<file path="src/acss_pkg.sv">
// ==========================================================
// shared constants and carriers for the clock source selector
package acss_pkg;

  // ==========================================================
  // timing
  localparam int unsigned CLK_HZ = 100_000_000;         // ref_clk_i rate
  localparam int unsigned GATE_TIME_US = 1000;          // measuring window, microseconds
  localparam int unsigned GATE_CYC = GATE_TIME_US * (CLK_HZ / 1_000_000);
  localparam int unsigned GATE_W = 17;                  // gate counter width
  localparam int unsigned INT_RATE_HZ = 44100;          // internal crystal sample rate
  localparam int unsigned INT_HALF_CYC = CLK_HZ / (2 * INT_RATE_HZ); // rounded down
  localparam int unsigned INT_W = 12;                   // internal divider width

  // ==========================================================
  // measurement limits, in edges per gate window
  localparam logic [15:0] LOCK_MIN = 16'h001C;          // lowest recognised count
  localparam logic [15:0] LOCK_MAX = 16'h00C8;          // highest recognised count
  localparam logic [15:0] RATE_TOL = 16'h0002;          // allowed count deviation
  localparam int unsigned NUM_IN = 3;                   // word, optical, aes

  // ==========================================================
  // register indices on the plain port
  localparam logic [3:0] ADDR_CTRL = 4'h0;
  localparam logic [3:0] ADDR_RATE = 4'h1;
  localparam logic [3:0] ADDR_STAT_WORD = 4'h2;
  localparam logic [3:0] ADDR_STAT_OPT = 4'h3;
  localparam logic [3:0] ADDR_STAT_AES = 4'h4;
  localparam logic [3:0] ADDR_CUR = 4'h5;
  localparam logic [3:0] ADDR_IRQ_STAT = 4'h6;
  localparam logic [3:0] ADDR_IRQ_EN = 4'h7;
  localparam logic [3:0] ADDR_IRQ_CLR = 4'h8;

  // ==========================================================
  // field positions and reset values
  localparam int unsigned CTRL_AUTO_BIT = 0;            // 1 = auto follow, 0 = master
  localparam int unsigned CTRL_PREF_LSB = 1;            // 2-bit preferred input index
  localparam logic [2:0] CTRL_RST = 3'h0;               // master, prefer word clock
  localparam logic [15:0] RATE_RST = 16'h002C;          // expected count at reset
  localparam int unsigned IRQ_W = 5;                    // lock change x3, error, source
  localparam int unsigned IRQ_ERR_BIT = 3;
  localparam int unsigned IRQ_SRC_BIT = 4;

  // input index order
  localparam int unsigned IN_WORD = 0;
  localparam int unsigned IN_OPT = 1;
  localparam int unsigned IN_AES = 2;

  // reference in use
  typedef enum logic [1:0] {
    SRC_INT,
    SRC_OPT,
    SRC_AES,
    SRC_WORD
  } acss_src_t;

  // per input status word
  typedef struct packed {
    logic mismatch;
    logic sync;
    logic lock;
    logic [15:0] count;
  } acss_stat_t;

  // software control
  typedef struct packed {
    logic [1:0] pref;
    logic auto_follow_mode;
  } acss_ctrl_t;

endpackage

</file>
<file path="src/acss_top.sv">
// Decided for this implementation: the register offsets and the plain strobed port.
`timescale 1ns/1ns
module acss_top
  import acss_pkg::*;
#(
  parameter int unsigned GATE_CYCLES = GATE_CYC
) (
  // clock and reset
  input wire logic ref_clk_i,
  input wire logic rst_n_i,
  // recovered clocks from the digital inputs
  input wire logic word_clk_i,
  input wire logic optical_multichannel_input_i,
  input wire logic aes_clk_i,
  // register port
  input wire logic [3:0] reg_addr_i,
  input wire logic [31:0] reg_wdata_i,
  input wire logic reg_wr_i,
  input wire logic reg_rd_i,
  output logic [31:0] reg_rdata_o,
  // clock outputs and status
  output logic sample_clk_o,
  output logic [1:0] cur_src_o,
  output logic rate_error_o,
  output logic irq_o
);

  // ==========================================================
  // helpers
  // absolute distance between two counts
  function automatic logic [15:0] abs_diff(input logic [15:0] a, input logic [15:0] b);
    abs_diff = (a > b) ? (a - b) : (b - a);
  endfunction

  // input index to reference code
  function automatic acss_src_t idx_to_src(input logic [1:0] idx);
    case (idx)
      2'h0: idx_to_src = SRC_WORD;
      2'h1: idx_to_src = SRC_OPT;
      2'h2: idx_to_src = SRC_AES;
      default: idx_to_src = SRC_INT;
    endcase
  endfunction

  // ==========================================================
  // registers
  acss_ctrl_t ctrl_reg;            // mode and preferred input
  logic [15:0] rate_reg;           // configured rate as count per window
  logic [IRQ_W-1:0] irq_stat_reg;  // sticky events
  logic [IRQ_W-1:0] irq_en_reg;    // event enables
  logic [31:0] rdata_reg;          // read data, one cycle after strobe
  acss_stat_t stat [NUM_IN];       // per input status
  logic [NUM_IN-1:0] pin_raw;      // raw pin levels
  logic [NUM_IN-1:0] pin_lvl;      // synchronised levels
  logic [NUM_IN-1:0] lock_chg;     // lock changed at window end
  logic [GATE_W-1:0] gate_cnt_reg; // window counter
  logic gate_tick;                 // one-cycle window end pulse
  logic [INT_W-1:0] int_cnt_reg;   // internal crystal divider
  logic int_clk_reg;               // internal sample clock
  acss_src_t want_src;             // reference the selection asks for
  acss_src_t cur_src_reg;          // reference in use
  logic sclk_reg;                  // output sample clock
  logic want_lvl;                  // level of the wanted reference
  logic cur_lvl;                   // level of the reference in use
  logic src_chg;                   // reference changed this cycle
  logic err_any;                   // any locked input at the wrong rate
  logic err_q_reg;                 // previous error level

  assign pin_raw = {aes_clk_i, optical_multichannel_input_i, word_clk_i};

  // ==========================================================
  // measuring window
  // free running gate so all inputs are judged at the same time
  always_ff @(posedge ref_clk_i or negedge rst_n_i) begin
    if (!rst_n_i) begin
      gate_cnt_reg <= '0;
    end else if (gate_tick) begin
      gate_cnt_reg <= '0;
    end else begin
      gate_cnt_reg <= gate_cnt_reg + 1'b1;
    end
  end

  assign gate_tick = (gate_cnt_reg == GATE_W'(GATE_CYCLES - 1));

  // ==========================================================
  // per input receivers, all running in parallel
  genvar gi;
  generate
    for (gi = 0; gi < NUM_IN; gi++) begin : g_in
      logic s1_reg;                // first synchroniser stage
      logic s2_reg;                // second synchroniser stage
      logic s3_reg;                // edge detect history
      logic [15:0] edge_cnt_reg;   // rising edges in this window
      logic [15:0] meas_reg;       // count of the last window
      logic lock_reg;              // rate recognised and stable
      logic rise;                  // rising edge seen
      logic in_range;              // count is a recognised rate
      logic stable;                // count agrees with last window

      // two flops before any logic looks at the pin
      always_ff @(posedge ref_clk_i or negedge rst_n_i) begin
        if (!rst_n_i) begin
          s1_reg <= 1'b0;
          s2_reg <= 1'b0;
          s3_reg <= 1'b0;
        end else begin
          s1_reg <= pin_raw[gi];
          s2_reg <= s1_reg;
          s3_reg <= s2_reg;
        end
      end

      assign rise = s2_reg & ~s3_reg;
      assign pin_lvl[gi] = s2_reg;

      // edge counter restarted at every window end
      always_ff @(posedge ref_clk_i or negedge rst_n_i) begin
        if (!rst_n_i) begin
          edge_cnt_reg <= '0;
        end else if (gate_tick) begin
          edge_cnt_reg <= {15'h0000, rise};
        end else if (rise && edge_cnt_reg != 16'hFFFF) begin
          edge_cnt_reg <= edge_cnt_reg + 16'h0001;
        end
      end

      assign in_range = (edge_cnt_reg >= LOCK_MIN) && (edge_cnt_reg <= LOCK_MAX);
      assign stable = (abs_diff(edge_cnt_reg, meas_reg) <= RATE_TOL);

      // window result: a count is only trusted when seen twice
      always_ff @(posedge ref_clk_i or negedge rst_n_i) begin
        if (!rst_n_i) begin
          meas_reg <= '0;
          lock_reg <= 1'b0;
        end else if (gate_tick) begin
          meas_reg <= edge_cnt_reg;
          lock_reg <= in_range && stable;
        end
      end

      assign lock_chg[gi] = gate_tick && (lock_reg != (in_range && stable));

      // status seen by software; no value shown without lock
      always_comb begin
        stat[gi].lock = lock_reg;
        stat[gi].count = lock_reg ? meas_reg : 16'h0000;
        stat[gi].mismatch = lock_reg && (abs_diff(meas_reg, rate_reg) > RATE_TOL);
        stat[gi].sync = lock_reg && !stat[gi].mismatch;
      end
    end
  endgenerate

  // ==========================================================
  // internal crystal clock
  // divider toggles the internal sample clock every half period
  always_ff @(posedge ref_clk_i or negedge rst_n_i) begin
    if (!rst_n_i) begin
      int_cnt_reg <= '0;
      int_clk_reg <= 1'b0;
    end else if (int_cnt_reg == INT_W'(INT_HALF_CYC - 1)) begin
      int_cnt_reg <= '0;
      int_clk_reg <= ~int_clk_reg;
    end else begin
      int_cnt_reg <= int_cnt_reg + 1'b1;
    end
  end

  // ==========================================================
  // reference selection
  // master: internal only; follow: preferred, then priority, then internal
  always_comb begin
    want_src = SRC_INT;
    if (!ctrl_reg.auto_follow_mode) begin
      want_src = SRC_INT;
    end else if (ctrl_reg.pref < 2'(NUM_IN) && stat[ctrl_reg.pref].lock) begin
      want_src = idx_to_src(ctrl_reg.pref);
    end else if (stat[IN_WORD].lock) begin
      want_src = SRC_WORD;
    end else if (stat[IN_OPT].lock) begin
      want_src = SRC_OPT;
    end else if (stat[IN_AES].lock) begin
      want_src = SRC_AES;
    end else begin
      want_src = SRC_INT;
    end
  end

  // level of a reference
  function automatic logic src_level(input acss_src_t s, input logic [NUM_IN-1:0] lv,
                                     input logic il);
    case (s)
      SRC_WORD: src_level = lv[IN_WORD];
      SRC_OPT: src_level = lv[IN_OPT];
      SRC_AES: src_level = lv[IN_AES];
      default: src_level = il;
    endcase
  endfunction

  assign want_lvl = src_level(want_src, pin_lvl, int_clk_reg);
  assign cur_lvl = src_level(cur_src_reg, pin_lvl, int_clk_reg);
  assign src_chg = (want_src != cur_src_reg) && !sclk_reg && !want_lvl;

  // the change waits until the output clock and the new reference are both low, so the
  // output never shows a shortened high phase
  always_ff @(posedge ref_clk_i or negedge rst_n_i) begin
    if (!rst_n_i) begin
      cur_src_reg <= SRC_INT;
    end else if (src_chg) begin
      cur_src_reg <= want_src;
    end
  end

  // output clock follows the reference in use, held low across a change
  always_ff @(posedge ref_clk_i or negedge rst_n_i) begin
    if (!rst_n_i) begin
      sclk_reg <= 1'b0;
    end else if (want_src != cur_src_reg && !sclk_reg) begin
      sclk_reg <= 1'b0;
    end else begin
      sclk_reg <= cur_lvl;
    end
  end

  // ==========================================================
  // error detection
  assign err_any = stat[IN_WORD].mismatch | stat[IN_OPT].mismatch | stat[IN_AES].mismatch;

  // previous error level for a rising event
  always_ff @(posedge ref_clk_i or negedge rst_n_i) begin
    if (!rst_n_i) begin
      err_q_reg <= 1'b0;
    end else begin
      err_q_reg <= err_any;
    end
  end

  // ==========================================================
  // control registers
  // software writes to mode, preferred input and expected rate
  always_ff @(posedge ref_clk_i or negedge rst_n_i) begin
    if (!rst_n_i) begin
      ctrl_reg <= CTRL_RST;
      rate_reg <= RATE_RST;
      irq_en_reg <= '0;
    end else if (reg_wr_i) begin
      case (reg_addr_i)
        ADDR_CTRL: ctrl_reg <= reg_wdata_i[2:0];
        ADDR_RATE: rate_reg <= reg_wdata_i[15:0];
        ADDR_IRQ_EN: irq_en_reg <= reg_wdata_i[IRQ_W-1:0];
        default: ;
      endcase
    end
  end

  // ==========================================================
  // interrupt status
  // events set sticky bits; a set in the clearing cycle wins
  always_ff @(posedge ref_clk_i or negedge rst_n_i) begin
    if (!rst_n_i) begin
      irq_stat_reg <= '0;
    end else begin
      irq_stat_reg <= (irq_stat_reg &
                       ~((reg_wr_i && reg_addr_i == ADDR_IRQ_CLR) ?
                         reg_wdata_i[IRQ_W-1:0] : '0)) |
                      {src_chg, err_any & ~err_q_reg, lock_chg};
    end
  end

  // ==========================================================
  // read port
  // data stands for exactly one cycle after the read strobe
  always_ff @(posedge ref_clk_i or negedge rst_n_i) begin
    if (!rst_n_i) begin
      rdata_reg <= '0;
    end else if (reg_rd_i) begin
      case (reg_addr_i)
        ADDR_CTRL: rdata_reg <= {29'h00000000, ctrl_reg};
        ADDR_RATE: rdata_reg <= {16'h0000, rate_reg};
        ADDR_STAT_WORD: rdata_reg <= {13'h0000, stat[IN_WORD]};
        ADDR_STAT_OPT: rdata_reg <= {13'h0000, stat[IN_OPT]};
        ADDR_STAT_AES: rdata_reg <= {13'h0000, stat[IN_AES]};
        ADDR_CUR: rdata_reg <= {30'h00000000, cur_src_reg};
        ADDR_IRQ_STAT: rdata_reg <= {27'h0000000, irq_stat_reg};
        ADDR_IRQ_EN: rdata_reg <= {27'h0000000, irq_en_reg};
        default: rdata_reg <= '0;
      endcase
    end else begin
      rdata_reg <= '0;
    end
  end

  // ==========================================================
  // outputs
  assign reg_rdata_o = rdata_reg;
  assign sample_clk_o = sclk_reg;
  assign cur_src_o = cur_src_reg;
  assign rate_error_o = err_q_reg;
  assign irq_o = |(irq_stat_reg & irq_en_reg);

endmodule

</file>
<file path="config.mk">
export PLATFORM = sky130hd
export DESIGN_NAME = acss_top
export DESIGN_NICKNAME = d
export VERILOG_FILES = /design/src/acss_pkg.sv /design/src/acss_top.sv
export SDC_FILE = /design/constraint.sdc
export NUM_CORES = 1
export LEC_CHECK = 0
export BUFFER_PORTS_ARGS = -buffer_cell sky130_fd_sc_hd__buf_4
export CORE_MARGIN = 5
export CORE_UTILIZATION = 40
export CTS_BUF_LIST = sky130_fd_sc_hd__clkbuf_4
export DETAILED_ROUTE_END_ITERATION = 8
export PLACE_DENSITY = 0.6
export SYNTH_ARGS = -nofsm -noshare
export SYNTH_HDL_FRONTEND = slang
export SYNTH_SLANG_ARGS = --single-unit
</file>
<file path="constraint.sdc">
create_clock -name ref_clk_i -period 6.3 [get_ports ref_clk_i]
set_input_delay 0 -clock ref_clk_i [delete_from_list [all_inputs] [get_ports ref_clk_i]]
set_output_delay 0 -clock ref_clk_i [all_outputs]
set_load 0.005 [all_outputs]
</file>
# [After elaboration in Yosys (flattened, before gate mapping)]
# Cells that the tools add are included.
[totals] elab_cells=176 in_bits=43 out_inout_bits=37 register_bits=203
[classes] bitwise=16 order_cmp=20 muxes=32 n_eq_ne=25 reduce_logical=36 addsub=17
[ops] op="2-to-1 mux 16 bit" n=15
[ops] op="subtractor 16 bit" n=12
[ops] op="case mux 19 bit (8 select lines)" n=1
[ops] op="> comparator 16 bit" n=6
[ops] op="2-to-1 mux 17 bit" n=3
[ops] op="adder 16 x 1 -> 16 bit, second input constant" n=3
[ops] op="greater-or-equal comparator 16 x 5 -> 1 bit, second input constant" n=3
[ops] op="> comparator 16 x 2 -> 1 bit, second input constant" n=3
[ops] op="<= comparator 16 x 2 -> 1 bit, second input constant" n=3
[ops] op="<= comparator 16 x 8 -> 1 bit, second input constant" n=3
[ops] op="!= test 16 bit, second input constant" n=3
[ops] op="binary-select mux 19 bit (select 2 bit)" n=1
[ops] op="2-to-1 mux 32 bit" n=1
[ops] op="logical AND 1 bit" n=22
[ops] op="adder 17 x 1 -> 17 bit, second input constant" n=1
[ops] op="== test 17 bit, second input constant" n=1
[ops] op="== test 4 x 3 -> 1 bit, second input constant" n=4
[ops] op="adder 12 x 1 -> 12 bit, second input constant" n=1
[ops] op="== test 12 x 11 -> 1 bit, second input constant" n=1
[ops] op="2-to-1 mux 12 bit" n=1
[ops] op="bitwise AND 5 bit" n=2
[ops] op="== test 2 bit, second input constant" n=5
[ops] op="2-to-1 mux 2 bit" n=5
[ops] op="== test 4 x 2 -> 1 bit, second input constant" n=2
[ops] op="other kinds (23)" n=44

# [Logic depth before layout (Yosys ltp)]
[logic_depth] word_depth=17 mapped_depth=17 depth_no_buf=15

# [Worst setup path before layout]
# Ideal clock, no wire load.
[synth_path] path_kind="register to register" start="register rate_reg[5]" end="register rdata_reg[18] (netlist: reg_rdata_o[18])" required_ns=6.168 path_stages_with_launch=15 setup_slack_ns=2.403 n_path_buf=1 arrival_time_ns=3.765 path_cell_list="dfstp_2 inv_1 ha_1 clkbuf_1 o211ai_1 o211a_1 or3_4 a21oi_4 mux2_2 o21ai_0 xnor2_1 nand2_1 or4_4 a222oi_1 nor2_1"
[synth_via] elab_chain_cells=6 word_cells_on_any_way=20 cone_classes="add/sub (6); order compare (6); mux (5); reduce/logical (3)"
[synth_lines] element="start: declaration" line="acss_top.sv:48" source="logic [15:0] rate_reg;"
[synth_lines] element="start signal: assignment" line="acss_top.sv:249" source="ADDR_RATE: rate_reg <= reg_wdata_i[15:0];"
[synth_lines] element="subtractor 16 bit / > comparator 16 bit (equally long branches)" line="acss_top.sv:32" source="abs_diff = (a > b) ? (a - b) : (b - a);"
[synth_lines] element="2-to-1 mux 16 bit" line="acss_top.sv:32"
[synth_lines] element="> comparator 16 x 2 -> 1 bit" line="acss_top.sv:148" source="stat[gi].mismatch = lock_reg && (abs_diff(meas_reg, rate_reg) > RATE_TOL);"
[synth_lines] element="logical AND 1 bit" line="acss_top.sv:148"
[synth_lines] element="case mux 19 bit (8 select lines) *" line="acss_top.sv:277" source="case (reg_addr_i)"
[synth_lines] element="2-to-1 mux 32 bit *" line="acss_top.sv:276" source="end else if (reg_rd_i) begin"
[synth_lines] element="end signal: assignment" line="acss_top.sv:278" source="ADDR_CTRL: rdata_reg <= {29'h00000000, ctrl_reg};"
[synth_lines] element="end signal: assignment" line="acss_top.sv:279" source="ADDR_RATE: rdata_reg <= {16'h0000, rate_reg};"
[synth_lines] element="end signal: assignment" line="acss_top.sv:280" source="ADDR_STAT_WORD: rdata_reg <= {13'h0000, stat[IN_WORD]};"
[synth_lines] element="end: declaration" line="acss_top.sv:51" source="logic [31:0] rdata_reg;"
# Every way passes the cells marked *; elsewhere a longest branch is shown, timed or not.
# A chain may end at the register's enable or synchronous reset.

# [Worst setup path after layout]
[layout_path] start="register rate_reg[10]" end="register rdata_reg[18] (netlist: reg_rdata_o[18])"
# The elaborated chain is that of the path after synthesis.

==> metrics.txt <==
multi-input logic area 12400 um^2; Hold Vio Cnt, Final 0; crit start category register; Initial Util 0.404; largest net degree at the start of global routing 113; CTS root buf clkbuf_4; status finished, final reports clean; storage element area 4760 um^2; FFs w/ async S/R, synth 1.00; H-Tree Depth 4; GPL Wtd Cong 0.934; clock latency on the worst-skew pair 750 ps; Yosys top cell area share 0.256; slew at the pin with the worst max-slew slack 998 ps; Post-DRT Antenna Nets 0; I/O pin total 80; Vias 17100; count of cell types in the netlist 86; DR pass1 iterations 6; WS Path Type reg -> reg; pwr dens 284 nW/um^2; Post-Syn Area 18300 um^2; Ys Warns 0; Crit. End Element register; WL/cell 20.3 um; antenna violations before repair 1; Leak 8.81 nW; RSZ-0062 raised after global routing no; Die ar. 50100 um^2; Post-Route WL 58600 um; overflow left after global routing 0; Hold Crit Class in -> reg; hold_buf cts 52; Max Slew Vio Count 0; Max-Cap Viols 0; Tot Pwr 5.64 mW; setup ws final 1330 ps; Post-synth EDFFs 0; Synth Instances 2252; postcts setup bufs 0; DRC 0; Setup TNS 0 ps; Reg2Reg Depth 13; Fillers 4586; CP max FO 15; fin crit period 4970 ps; post-synth top area cell dfrtp_1; layout cells sized above 1 0.0674; Synth Flop Type dfrtp_1; Die Y 224 um; Total Routing Usage GR 0.230; CP Data Required Time 6920 ps; Syn Area/Cell 8.12 um^2; Final Net Count 2523; global-route wire length before repair 92100 um; FMAX 201 MHz; ranking of synthesized cells by area dfrtp_1 (26%), ha_1 (13%), o21ai_0 (4.5%), a21oi_1 (4.4%), xnor2_1 (4.4%); Starting DRT DRC Count 1547; Die X 224 um; CTS-repair resized insts 0; clock slew at reported path FFs 200 ps; count leader, synth nand2_1; vias in the first global route 16200; relative slew slack 0.335; CTS tree built; post-synthesis sequential area ratio 0.260; Seq cells post-synth 190; worst hold stages 5; PortBufs 50; Detailed Place HPWL 45900 um; clock sink count 190; final setup violation count 0; Cell Rows 78; Max clock buf depth 2; Core Area 45300 um^2; routed vias/inst 5.91; CTS buffer count 17; skew final 34.0 ps; pre-CTS setup slack 1430 ps; Max VDD drop 0.232 mV; final worst-path cycle share 0.789; Post-synth top cells nand2_1 (204), ha_1 (195), dfrtp_1 (187), nor2_1 (181), o21ai_0 (165); worst path arrival time 5590 ps; utilization after layout 0.438; Area growth, synth to finish 8.55%
## cell type report
type,count,area share
Multi-Input combinational cell,1797,0.627
Antenna cell,1,0.000126
Clock inverter,15,0.00940
Inverter,158,0.0299
Tap cell,600,0.0378
Clock buffer,17,0.00643
Sequential cell,190,0.240
Timing Repair Buffer,109,0.0490
## worst max-delay path, stage by stage, from the launching register on
cell and delay, ps:
dfrtp_1 680, inv_1 180, ha_1 540, nand4_2 190, or3_1 480, or3_4 450, a21oi_4 460, mux2i_1 380
a41oi_2 170, xor2_1 200, nand2_1 90, or4_4 580, a222oi_1 350, nor2_1 70
## cells by family after synthesis
family	after synthesis	share of synthesized area
AOI/OAI and AO/OA	660	0.235
and+or+nand+nor	718	0.193
adders and majority gates	207	0.147
other	1	0.000205
muxes	64	0.0386
xor gates and xnor gates	135	0.0647
DFF	190	0.260
buffers and inverters	277	0.0613
## power by group
part           leakage, nW  switching [mW]  internal (mW)
clock network        0.157           0.544          0.191
registers             2.53           0.151           1.31
logic                 6.12            2.04           1.41
## routing by layer
layer | share of wire | track usage | vias up | wire (um)
met5 | 0 | 0 | - | 0
met4 | 0.033 | 0.0826 | 0 | 1940
met3 | 0.059 | 0.0372 | 99 | 3450
met2 | 0.43 | 0.346 | 573 | 25300
met1 | 0.48 | 0.334 | 8247 | 27900
li1 | - | - | 8134 | -
## final timing paths
| path | startpoint | to | slack, ps |
|---|---|---|---|
| min reg2reg | g_in[2].s1_reg | g_in[2].s2_reg | 370 |
| max in group asynchronous | rst_n_i | g_in[2].meas_reg[6] | 5000 |
| max reg2reg | rate_reg[10] | reg_rdata_o[18] | 1330 |
| min in group asynchronous | rst_n_i | rate_reg[2] | 310 |
| min | reg_wdata_i[3] | irq_stat_reg[3] | 160 |
| max | rate_reg[10] | reg_rdata_o[18] | 1330 |
## layout by cell type (no fill, tap or decap), drive strengths merged, types with 51 or more instances in the layout
| cell | count |
|---|---|
| nand2 | 204 |
| ha | 195 |
| dfrtp | 187 |
| nor2 | 182 |
| o21ai | 167 |
| inv | 164 |
| a21oi | 161 |
| xnor2 | 91 |
| buf | 57 |
| nand3 | 51 |
| dlygate4sd3 | 51 |
## metrics by stage
step	instance area [um^2]	std cells	hold WS (ps)
finish	19800	2887	156
global route	19800	2887	103
CTS	19800	2886	32.4
detailed placement	19000	2802	113
global placement	19000	2802	110
floorplan	18300	2264	-296
Power figures use the tool's default switching activity.
